[config.mk]
export PLATFORM = sky130hd
export DESIGN_NAME = cgcfg_top
export DESIGN_NICKNAME = d
export VERILOG_FILES = /design/src/rtl/cgcfg_pkg.sv /design/src/rtl/cgcfg_top.sv
export SDC_FILE = /design/constraint.sdc
export NUM_CORES = 1
export LEC_CHECK = 0
export BUFFER_PORTS_ARGS = -buffer_cell sky130_fd_sc_hd__buf_2
export CORE_ASPECT_RATIO = 0.5
export CORE_MARGIN = 4
export CORE_UTILIZATION = 45
export DETAILED_ROUTE_END_ITERATION = 10
export PLACE_DENSITY = 0.65
export SYNTH_ARGS = -nofsm -noshare
export SYNTH_HDL_FRONTEND = slang
export SYNTH_SLANG_ARGS = --single-unit
[constraint.sdc]
create_clock -name sys_clk -period 2.9 [get_ports sys_clk]
set_input_delay 0.29 -clock sys_clk [delete_from_list [all_inputs] [get_ports sys_clk]]
set_output_delay 0.29 -clock sys_clk [all_outputs]
set_load 0.05 [all_outputs]
[src/rtl/cgcfg_pkg.sv]
package cgcfg_pkg;
   // Command codes of the two registers
   localparam logic [7:0] CMD_PRIMARY = 8'h39;
   localparam logic [7:0] CMD_OPTIONS = 8'h3C;
   localparam logic [15:0] RST_PRIMARY = 16'h0000;
   localparam logic [15:0] RST_OPTIONS = 16'h0000;
   // Arbitrary bus address, change per board
   localparam logic [6:0] DEV_ADDR_DEFAULT = 7'h09;

   // Primary register fields
   localparam int P_DEB_HI = 15;
   localparam int P_DEB_LO = 14;
   localparam int P_LEARN_EXIT = 13;
   localparam int P_LEARN_EN = 12;
   localparam int P_OTG = 11;
   localparam int P_AUDIO = 10;
   localparam int P_FREQ_HI = 9;
   localparam int P_FREQ_LO = 8;
   localparam int P_TURBO_OFF = 6;
   localparam int P_MON_OFF = 5;
   localparam int P_MON_SEL = 4;
   localparam int P_SYSTEM_POWER_MONITOR_EN = 3;
   localparam int P_SYS_OFF = 2;
   localparam int P_LOWV_HI = 1;
   localparam int P_LOWV_LO = 0;
   // Options register fields
   localparam int O_DCA_HI = 4;
   localparam int O_DCA_LO = 3;
   localparam int O_VREG_OFF = 2;

   // Debounce times in microseconds and their cycle counts
   localparam int CLK_MHZ = 25;
   localparam int DEB_US_0 = 2;
   localparam int DEB_US_1 = 12;
   localparam int DEB_US_2 = 2000;
   localparam int DEB_US_3 = 5000000;
   localparam int DEB_CYC_0 = DEB_US_0 * CLK_MHZ;
   localparam int DEB_CYC_1 = DEB_US_1 * CLK_MHZ;
   localparam int DEB_CYC_2 = DEB_US_2 * CLK_MHZ;
   localparam int DEB_CYC_3 = DEB_US_3 * CLK_MHZ;
   localparam int DEB_W = 27;

   // Synchroniser lanes
   localparam int SY_SCL = 0;
   localparam int SY_SDA = 1;
   localparam int SY_CMP = 2;
   localparam int SY_BATABS = 3;
   localparam int SY_ADAPT = 4;
   localparam int SY_BELOW = 5;
   localparam int SY_LOWPWR = 6;
   localparam int SY_N = 7;

   localparam logic [3:0] BIT_LAST = 4'h7;
   localparam logic [3:0] BIT_FULL = 4'h8;
   localparam logic [2:0] BY_ADDR = 3'h0;
   localparam logic [2:0] BY_CMD = 3'h1;
   localparam logic [2:0] BY_LO = 3'h2;
   localparam logic [2:0] BY_HI = 3'h3;

   typedef enum logic [2:0] {
      ST_IDLE = 3'b000,
      ST_RX = 3'b001,
      ST_RX_ACK = 3'b010,
      ST_TX = 3'b011,
      ST_TX_ACK = 3'b100
   } cgcfg_state_t;
endpackage : cgcfg_pkg

[src/rtl/cgcfg_top.sv]
`timescale 1ns/1ps
module cgcfg_top #(
   parameter logic [6:0] DEV_ADDR = cgcfg_pkg::DEV_ADDR_DEFAULT,
   parameter int DEB_CYC_2MS = cgcfg_pkg::DEB_CYC_2,
   parameter int DEB_CYC_5S = cgcfg_pkg::DEB_CYC_3
) (
   input wire logic sys_clk,
   input wire logic srst,
   input wire logic scl_in,
   input wire logic sda_in,
   output logic sda_out,
   output logic sda_oe,
   input wire logic comparator_in,
   input wire logic battery_absent_pin,
   input wire logic adapter_present,
   input wire logic battery_below_min,
   input wire logic low_power_mode,
   output logic input_vreg_enable,
   output logic comparator_asserted,
   output logic learn_mode_active,
   output logic otg_enable,
   output logic audio_filter_enable,
   output logic [1:0] freq_select,
   output logic turbo_enable,
   output logic battery_switch_gate,
   output logic current_monitors_enable,
   output logic monitor_select_battery,
   output logic system_power_monitor_enable,
   output logic converter_switching_enable,
   output logic [1:0] low_system_output_threshold,
   output logic discharge_alert_from_field,
   output logic [1:0] discharge_alert_code
);
   import cgcfg_pkg::*;

   logic [SY_N-1:0] sync1;
   logic [SY_N-1:0] sync2;
   logic scl_d;
   logic sda_d;
   logic [15:0] primary;
   logic [15:0] options;
   cgcfg_state_t state;
   logic [3:0] bit_cnt;
   logic [2:0] byte_idx;
   logic [7:0] rx_shift;
   logic [7:0] tx_shift;
   logic [7:0] cmd_q;
   logic [7:0] lo_q;
   logic [7:0] hi_q;
   logic wr_pending;
   logic read_mode;
   logic tx_hi;
   logic master_ack;
   logic [DEB_W-1:0] deb_cnt;
   logic scl_rise;
   logic scl_fall;
   logic start_ev;
   logic stop_ev;
   logic [7:0] rx_byte;
   logic addr_hit;
   logic cmd_known;
   logic [15:0] rd_word;

   // Debounce limit for a field code
   function automatic logic [DEB_W-1:0] deb_limit(input logic [1:0] code);
      unique case (code)
         2'b00: deb_limit = DEB_W'(DEB_CYC_0);
         2'b01: deb_limit = DEB_W'(DEB_CYC_1);
         2'b10: deb_limit = DEB_W'(DEB_CYC_2MS);
         2'b11: deb_limit = DEB_W'(DEB_CYC_5S);
      endcase
   endfunction : deb_limit

   // Read-back of a register by command code; unknown reads zero
   function automatic logic [15:0] reg_read(input logic [7:0] cmd,
                                            input logic [15:0] p,
                                            input logic [15:0] o);
      if (cmd == CMD_PRIMARY) begin
         reg_read = p;
      end else if (cmd == CMD_OPTIONS) begin
         reg_read = o;
      end else begin
         reg_read = 16'h0000;
      end
   endfunction : reg_read

   // Two-stage synchronisers for every pin; stage one feeds only stage two
   always_ff @(posedge sys_clk) begin
      if (srst) begin
         sync1 <= '0;
         sync2 <= '0;
      end else begin
         sync1 <= {low_power_mode, battery_below_min, adapter_present,
                   battery_absent_pin, comparator_in, sda_in, scl_in};
         sync2 <= sync1;
      end
   end

   // Previous bus levels for edge and condition detection
   always_ff @(posedge sys_clk) begin
      if (srst) begin
         scl_d <= 1'b1;
         sda_d <= 1'b1;
      end else begin
         scl_d <= sync2[SY_SCL];
         sda_d <= sync2[SY_SDA];
      end
   end

   assign scl_rise = sync2[SY_SCL] & ~scl_d;
   assign scl_fall = ~sync2[SY_SCL] & scl_d;
   // Data changing while clock is high marks start and stop
   assign start_ev = sync2[SY_SCL] & scl_d & sda_d & ~sync2[SY_SDA];
   assign stop_ev = sync2[SY_SCL] & scl_d & ~sda_d & sync2[SY_SDA];
   assign rx_byte = rx_shift;
   assign addr_hit = (rx_byte[7:1] == DEV_ADDR);
   assign cmd_known = (rx_byte == CMD_PRIMARY) || (rx_byte == CMD_OPTIONS);
   assign rd_word = reg_read(cmd_q, primary, options); // Word to send back

   // Bus slave: write-word and read-word, low byte first
   always_ff @(posedge sys_clk) begin
      if (srst) begin
         state <= ST_IDLE;
         bit_cnt <= '0;
         byte_idx <= '0;
         rx_shift <= '0;
         tx_shift <= '0;
         cmd_q <= '0;
         lo_q <= '0;
         hi_q <= '0;
         wr_pending <= 1'b0;
         read_mode <= 1'b0;
         tx_hi <= 1'b0;
         master_ack <= 1'b0;
         sda_oe <= 1'b0;
      end else if (start_ev) begin
         // Repeated start keeps cmd_q for the read phase
         state <= ST_RX;
         bit_cnt <= '0;
         byte_idx <= BY_ADDR;
         wr_pending <= 1'b0;
         read_mode <= 1'b0;
         tx_hi <= 1'b0;
         sda_oe <= 1'b0;
      end else if (stop_ev) begin
         state <= ST_IDLE;
         wr_pending <= 1'b0;
         sda_oe <= 1'b0;
      end else begin
         unique case (state)
            ST_IDLE: begin
               sda_oe <= 1'b0;
            end
            ST_RX: begin
               if (scl_rise && bit_cnt != BIT_FULL) begin
                  rx_shift <= {rx_shift[6:0], sync2[SY_SDA]};
                  bit_cnt <= bit_cnt + 4'h1;
               end else if (scl_fall && bit_cnt == BIT_FULL) begin
                  state <= ST_RX_ACK;
                  unique case (byte_idx)
                     BY_ADDR: begin
                        sda_oe <= addr_hit;
                        read_mode <= rx_byte[0];
                        if (!addr_hit) begin
                           state <= ST_IDLE;
                        end
                     end
                     BY_CMD: begin
                        // Unknown command codes are refused
                        sda_oe <= cmd_known;
                        cmd_q <= rx_byte;
                        if (!cmd_known) begin
                           state <= ST_IDLE;
                        end
                     end
                     BY_LO: begin
                        sda_oe <= 1'b1;
                        lo_q <= rx_byte;
                     end
                     BY_HI: begin
                        sda_oe <= 1'b1;
                        hi_q <= rx_byte;
                        wr_pending <= 1'b1;
                     end
                     default: begin
                        // Extra bytes are refused
                        state <= ST_IDLE;
                        sda_oe <= 1'b0;
                     end
                  endcase
               end
            end
            ST_RX_ACK: begin
               if (scl_fall) begin
                  bit_cnt <= '0;
                  if (read_mode) begin
                     tx_shift <= rd_word[7:0];
                     sda_oe <= ~rd_word[7];
                     state <= ST_TX;
                  end else begin
                     sda_oe <= 1'b0;
                     byte_idx <= byte_idx + 3'h1;
                     state <= ST_RX;
                  end
               end
            end
            ST_TX: begin
               if (scl_fall) begin
                  if (bit_cnt == BIT_LAST) begin
                     sda_oe <= 1'b0;
                     state <= ST_TX_ACK;
                  end else begin
                     tx_shift <= {tx_shift[6:0], 1'b0};
                     sda_oe <= ~tx_shift[6];
                     bit_cnt <= bit_cnt + 4'h1;
                  end
               end
            end
            ST_TX_ACK: begin
               if (scl_rise) begin
                  master_ack <= ~sync2[SY_SDA];
               end else if (scl_fall) begin
                  if (master_ack && !tx_hi) begin
                     tx_shift <= rd_word[15:8];
                     sda_oe <= ~rd_word[15];
                     tx_hi <= 1'b1;
                     bit_cnt <= '0;
                     state <= ST_TX;
                  end else begin
                     state <= ST_IDLE;
                  end
               end
            end
            default: begin
               state <= ST_IDLE;
               sda_oe <= 1'b0;
            end
         endcase
      end
   end

   // Open drain: the line is only ever pulled low
   always_ff @(posedge sys_clk) begin
      sda_out <= 1'b0;
   end

   // Whole word lands at stop, never a half-written field
   always_ff @(posedge sys_clk) begin
      if (srst) begin
         primary <= RST_PRIMARY;
         options <= RST_OPTIONS;
      end else if (stop_ev && wr_pending) begin
         if (cmd_q == CMD_PRIMARY) begin
            primary <= {hi_q, lo_q};
         end else if (cmd_q == CMD_OPTIONS) begin
            options <= {hi_q, lo_q};
         end
      end
   end

   // Comparator assertion debounce; release is immediate
   always_ff @(posedge sys_clk) begin
      if (srst) begin
         deb_cnt <= '0;
         comparator_asserted <= 1'b0;
      end else if (!sync2[SY_CMP]) begin
         deb_cnt <= '0;
         comparator_asserted <= 1'b0;
      end else if (deb_cnt >= deb_limit(primary[P_DEB_HI:P_DEB_LO])) begin
         comparator_asserted <= 1'b1;
      end else begin
         deb_cnt <= deb_cnt + DEB_W'(1);
      end
   end

   // Learn mode, entered with battery present and left on low battery
   always_ff @(posedge sys_clk) begin
      if (srst) begin
         learn_mode_active <= 1'b0;
      end else begin
         learn_mode_active <= primary[P_LEARN_EN]
            & ~sync2[SY_BATABS]
            & ~(primary[P_LEARN_EXIT] & sync2[SY_BELOW]);
      end
   end

   // Steering outputs, registered so every output is a flop
   always_ff @(posedge sys_clk) begin
      if (srst) begin
         input_vreg_enable <= 1'b1;
         otg_enable <= 1'b0;
         audio_filter_enable <= 1'b0;
         freq_select <= 2'b00;
         turbo_enable <= 1'b1;
         battery_switch_gate <= 1'b1;
         current_monitors_enable <= 1'b1;
         monitor_select_battery <= 1'b0;
         system_power_monitor_enable <= 1'b0;
         converter_switching_enable <= 1'b1;
         low_system_output_threshold <= 2'b00;
         discharge_alert_from_field <= 1'b0;
         discharge_alert_code <= 2'b00;
      end else begin
         input_vreg_enable <= ~options[O_VREG_OFF];
         otg_enable <= primary[P_OTG];
         audio_filter_enable <= primary[P_AUDIO];
         freq_select <= primary[P_FREQ_HI:P_FREQ_LO];
         turbo_enable <= ~primary[P_TURBO_OFF];
         // Either turbo or a stopped converter holds the gate on
         battery_switch_gate <= ~primary[P_TURBO_OFF]
            | primary[P_SYS_OFF];
         // Adapter present overrides the disable bit
         current_monitors_enable <= sync2[SY_ADAPT]
            | ~primary[P_MON_OFF];
         monitor_select_battery <= primary[P_MON_SEL];
         system_power_monitor_enable <= primary[P_SYSTEM_POWER_MONITOR_EN];
         converter_switching_enable <= ~primary[P_SYS_OFF];
         low_system_output_threshold <= primary[P_LOWV_HI:P_LOWV_LO];
         discharge_alert_from_field <= ~sync2[SY_ADAPT]
            & sync2[SY_LOWPWR] & ~primary[P_SYSTEM_POWER_MONITOR_EN];
         discharge_alert_code <= options[O_DCA_HI:O_DCA_LO];
      end
   end
endmodule : cgcfg_top

=== Word-level counts from Yosys, hierarchy flattened ===
Cells that the tools add are included.

* Bits of input ports: 9
* Output and inout bits: 20
* Bits in registers: 147

* Mux-type cells: 47
* Bitwise logic cells: 37
* Equality and inequality tests: 37
* Reductions and logical operators: 31
* Order comparisons: 1
* $add $sub $neg: 3

{| class="wikitable"
|+ Operator list
! operator !! count
|-
| 27-bit one-hot mux with 4 select lines || 1
|-
| 27-bit two-way mux || 2
|-
| 7-bit two-way mux || 7
|-
| 8-bit by 6-bit == test with 1-bit output (second input constant) || 4
|-
| 16-bit two-way mux || 2
|-
| 4-bit inequality test (second input constant) || 8
|-
| 4-bit two-way mux || 7
|-
| 27-bit by 1-bit adder with 27-bit output (second input constant) || 1
|-
| 27-bit >= comparator || 1
|-
| 1-bit NOT || 23
|-
| 2-bit inequality test (second input constant) || 11
|-
| 3-bit two-way mux || 7
|-
| 7-bit one-hot mux with 3 select lines || 1
|-
| 6-bit AND reduction || 3
|-
| 4-bit one-hot mux with 4 select lines || 1
|-
| 4-bit AND reduction || 4
|-
| 8-bit AND reduction || 2
|-
| 3-bit one-hot mux with 5 select lines || 1
|-
| 1-bit AND || 12
|-
| 3-bit by 2-bit == test with 1-bit output (second input constant) || 4
|-
| 1-bit two-way mux || 11
|-
| 10-bit AND reduction || 1
|-
| 5-bit AND reduction || 2
|-
| 9-bit AND reduction || 1
|-
| other kinds (27) || 39
|}

=== Logic depth before layout (Yosys ltp) ===
* Depth in word-level cells: 9
* Depth in mapped cells: 10
* Mapped depth without buffers: 8

=== Least setup slack after synthesis ===
Ideal clock, no wire load.

* Path kind: reg-to-reg
* From: reg primary[15]
* To: reg deb_cnt[23]
* Slack: 0.275 ns
* Stages on the path, launching flop included: 10
* Period minus slack after synthesis: 2.625 ns
* Arrival: 2.555 ns
* Required time: 2.830 ns
* Path through: dfxtp_1 -> nand2_1 -> ha_1 -> a2111oi_2 -> nor3_1 -> o41ai_4 -> nand4_2 -> buf_2 -> or4_1 -> a21oi_1

* Longest elaborated chain between the ends: 5

{| class="wikitable"
|+ Ends and longest elaborated chain
! item !! RTL line !! text
|-
| start: declaration || cgcfg_top.sv:40 || <nowiki>logic [15:0] primary;</nowiki>
|-
| start signal: assignment || cgcfg_top.sv:254 || <nowiki>primary <= {hi_q, lo_q};</nowiki>
|-
| 2-bit == test (tied with other cells) || cgcfg_top.sv:66 || <nowiki>unique case (code)</nowiki>
|-
| 27-bit one-hot mux with 4 select lines * || cgcfg_top.sv:66 ||
|-
| 27-bit two-way mux * || cgcfg_top.sv:266 || <nowiki>end else if (!sync2[SY_CMP]) begin</nowiki>
|-
| 27-bit two-way mux * || cgcfg_top.sv:263 || <nowiki>if (srst) begin</nowiki>
|-
| 27-bit >= comparator * || cgcfg_top.sv:269 || <nowiki>end else if (deb_cnt >= deb_limit(primary[P_DEB_HI:P_DEB_LO])) begin</nowiki>
|-
| end signal: assignment || cgcfg_top.sv:272 || <nowiki>deb_cnt <= deb_cnt + DEB_W'(1);</nowiki>
|-
| end: declaration || cgcfg_top.sv:54 || <nowiki>logic [DEB_W-1:0] deb_cnt;</nowiki>
|}

Every way passes the cells marked *; elsewhere a longest branch is shown, timed or not. The select of a mux whose other input is x is not followed.
A chain may end at the register's enable or synchronous reset.

=== Final worst setup path ===
* From: reg primary[14]
* To: reg deb_cnt[11]

The elaborated chain is that of the path after synthesis.

==> impl_metrics.py <==
metrics = {
    "yosys": {
        "synth-adder-area-share": 0.05227,
        "syn-cell-area_mm2": 0.006703,
        "synth-seq-cells": 147,
        "syn_avg_cell_area_um2": 9.107,
        "synth_area_leader_cell": "dfxtp_1",
        "synth_xor_area_frac": 0.002613,
        "synth_area_leaders": "dfxtp_1 (44%), mux2i_1 (8.8%), ha_1 (5.2%)",
        "synth_edf_count": 0,
        "synth_warnings": 0,
        "synth_common_cells": "dfxtp_1 (147), nor2_1 (93), mux2i_1 (59), a21oi_1 (53), nand2_1 (38)",
        "yosysTopAreaCellShare": 0.4391,
        "ys_async_sr_fraction": 0,
        "synth-simple-area-share": 0.2363,
        "synth.most_common_cell": "dfxtp_1",
        "yosysUniqueCellTypes": 58,
        "syn_nets": 773,
        "netlist_instances": 736,
        "synth_top_family_by_area": "simple AND/OR/NAND/NOR gates",
        "synth_ff_type": "dfxtp_1",
        "seq_area_frac_synth": 0.4391,
        "synthMuxAreaShare": 0.08811,
        "synth_compound_area_frac": 0.1460,
    },
    "drt": {
        "wl_per_cell_um": 15.44,
        "ant_nets": 0,
        "drc_errors": 0,
        "first_iter_violations": 372,
        "num_vias": 5371,
        "via_per_inst": 5.566,
        "drt_first_pass_iters": 5,
        "finalWirelength_um": 14900,
    },
    "clocking": {
        "cts_root_buffer": "clkbuf_16",
        "numCtsBuffers": 17,
        "clock_tree.buffer_depth": 2,
        "ctsHoldBuffers": 0,
        "cts_sinks": 147,
        "h-tree-depth": 4,
        "cts_tree": "built",
        "insertion_delay_ns": 0.42,
        "cts.clk_slew.worst_paths_ns": 0.06,
    },
    "critical_path": {
        "critPathKind": "reg2reg",
        "path_cells": "buf_4 > nand2b_1 > ha_1 > a2111oi_1 > a41oi_4 > buf_12 > or4_1 > a21oi_1",
        "cp_data_required_time_ns": 3.24,
        "path_max_fanout": 54,
        "critPathMaxStageDelay_ns": 0.61,
        "arrival_ns": 3.00,
        "critPathSlowestCell": "a2111oi_1",
        "critPathLaunchType": "flip-flop",
        "cp-end-kind": "flip-flop",
    },
    "global_routing": {
        "grt_use_total": 0.1850,
        "grt_pass1_wl_um": 25810,
        "antenna_found_initial": 0,
        "grt_pass1_vias": 5177,
        "gr-total-overflow": 0,
        "grt_max_degree": 57,
    },
    "sta": {
        "drv_slew": 0,
        "tns_ns": 0,
        "setup_viol_count_final": 0,
        "finClkSkew_ns": 0.01276,
        "hold_slack_ns": 0.08225,
        "worstMarginPinSlew_ns": 0.7549,
        "period_minus_slack_ns": 2.657,
        "fmax_ghz": 0.3764,
        "fin_crit_sh": 0.9160,
        "grt_setup_unrepaired": "no",
        "relSlewSlack": 0.4957,
        "finalHoldViolCount": 0,
    },
    "place": {
        "hpwl_um": 10170,
        "io_buffers": 27,
        "place_congestion": 0.9021,
    },
    "power": {
        "internal_power_uw": 3514,
        "fin_total_pwr_uw": 4420,
        "p_leak_uw": 0.002834,
        "p_per_area_mw_per_mm2": 574.6,
        "peakVddDrop_mv": 0.4932,
        "p_clk_frac": 0.523,
        "p_sw_uw": 906.6,
        "seqPwrFrac": 0.461,
        "switching_share": 0.2051,
        "p_comb_frac": 0.016,
    },
    "floorplanning": {
        "io_pins": 29,
        "rows": 31,
        "chipWidth_um": 180.6,
        "die_area_mm2": 0.01703,
        "core_area_mm2": 0.01451,
        "initial_utilization": 0.4620,
        "die_h_um": 94.30,
    },
    "min_path": {
        "holdCritPathClass": "in2reg",
    },
    "cells_and_area": {
        "layout-drive-gt1-share": 0.1186,
        "area_growth_pct": 14.77,
        "final_net_count": 793,
        "antenna_cells": 0,
    },
    "status": {
        "status": "completed",
    },
    "flow_run": {
        "maxCapViolCount": 0,
    },
}
metrics by stage:
step / std cells / setup WS, ns / utilization / area, µm²
2_1_floorplan: 736 / 0.2750 / - / 6703
3_3_place_gp: 935 / 0.2164 / 0.4867 / 7061
3_5_place_dp: 935 / 0.1059 / 0.4867 / 7061
4_1_cts: 965 / 0.06935 / 0.5294 / 7680
5_1_grt: 965 / 0.02963 / 0.5303 / 7692
6_report: 965 / 0.2435 / 0.5303 / 7692
state kept, by name (all words and copies together) (netlist names), 3 cells and up:
signal    cells
sync2         7
hi_q          8
state         3
bit_cnt       4
options      16
lo_q          8
sync1         7
tx_shift      7
byte_idx      3
rx_byte       8
deb_cnt      27
cmd_q         8
primary      16
critical path, delay by kind of cell, from the launching register on:
kind | cells | cell delay [ns]
AO/OA/AOI/OAI | 3 | 0.98
AND/OR/NAND/NOR | 2 | 0.70
buffers and inverters | 2 | 0.37
flip-flops | 1 | 0.31
adder cells (fa/ha/maj) | 1 | 0.22
cell usage in the layout (no fill, tap or decap), types with 5 or more instances in the layout:
cell type	netlist	routed
dfxtp_1	147	146
nor2_1	93	93
mux2i_1	59	59
a21oi_1	53	53
nand2_1	38	38
nor2b_1	30	30
ha_1	28	28
nand3_1	27	27
buf_2	11	26
or4_1	23	23
o31ai_1	23	23
nand2b_1	17	17
clkbuf_16	0	17
buf_4	1	17
inv_1	15	15
a22oi_1	14	14
nor3_1	13	13
and3_1	11	11
a211oi_1	10	10
or3_1	7	7
or2_2	6	6
o21ai_0	6	6
o21a_1	6	6
o22ai_1	6	6
nand4_1	5	5
logic make-up after synthesis:
group                    count (synthesis)
AO/OA/AOI/OAI                          146
flip-flops                             147
adder cells (fa/ha/maj)                 28
buffers and inverters                   58
other                                    1
multiplexers                            59
XOR/XNOR                                 2
AND/OR/NAND/NOR                        295
metal layers:
metal / share of wire / vias to the layer above / track usage / wire (µm)
met3: 0.035 / 19 / 0.04060 / 524
met5: 0 / - / 0 / 0
met2: 0.46 / 102 / 0.3105 / 6795
met1: 0.49 / 2556 / 0.2412 / 7360
met4: 0.015 / 0 / 0.05849 / 218
li1: - / 2694 / - / -
final cells by class:
| class | instances | area [µm²] |
|---|---|---|
| Sequential cell | 147 | 2947 |
| Timing Repair Buffer | 44 | 277.8 |
| Tap cell | 198 | 247.7 |
| Fill cell | 1326 | 6814 |
| Inverter | 15 | 56.30 |
| Clock buffer | 18 | 439.2 |
| Multi-Input combinational cell | 531 | 3545 |
| Clock inverter | 12 | 180.2 |
worst paths after layout:
check                                    start           endpoint  slack (ns)  cells after the start
worst min-delay path            low_power_mode           sync1[6]        0.08                      2
worst max-delay path               primary[14]        deb_cnt[11]        0.24                      8
worst min register to register      options[2]  input_vreg_enable        0.42                      1
worst max register to register     primary[14]        deb_cnt[11]        0.24                      8
what timing repair did:
| action | in CTS | in global routing |
|---|---|---|
| setup endpoints to repair | 0 | 21 |
| setup buffers | 0 | 0 |
| gates resized for setup | 0 | 3 |
power groups by stage:
stage	combinational (µW)	sequential [µW]	clock, µW
final	72.9	2040	2310
after global routing	82.3	2040	2440
after CTS	73.5	2040	2350
after detailed placement	73.0	2080	0
after global placement	72.9	2080	0
after floorplan	53.7	2080	0
Power figures use the tool's default switching activity.
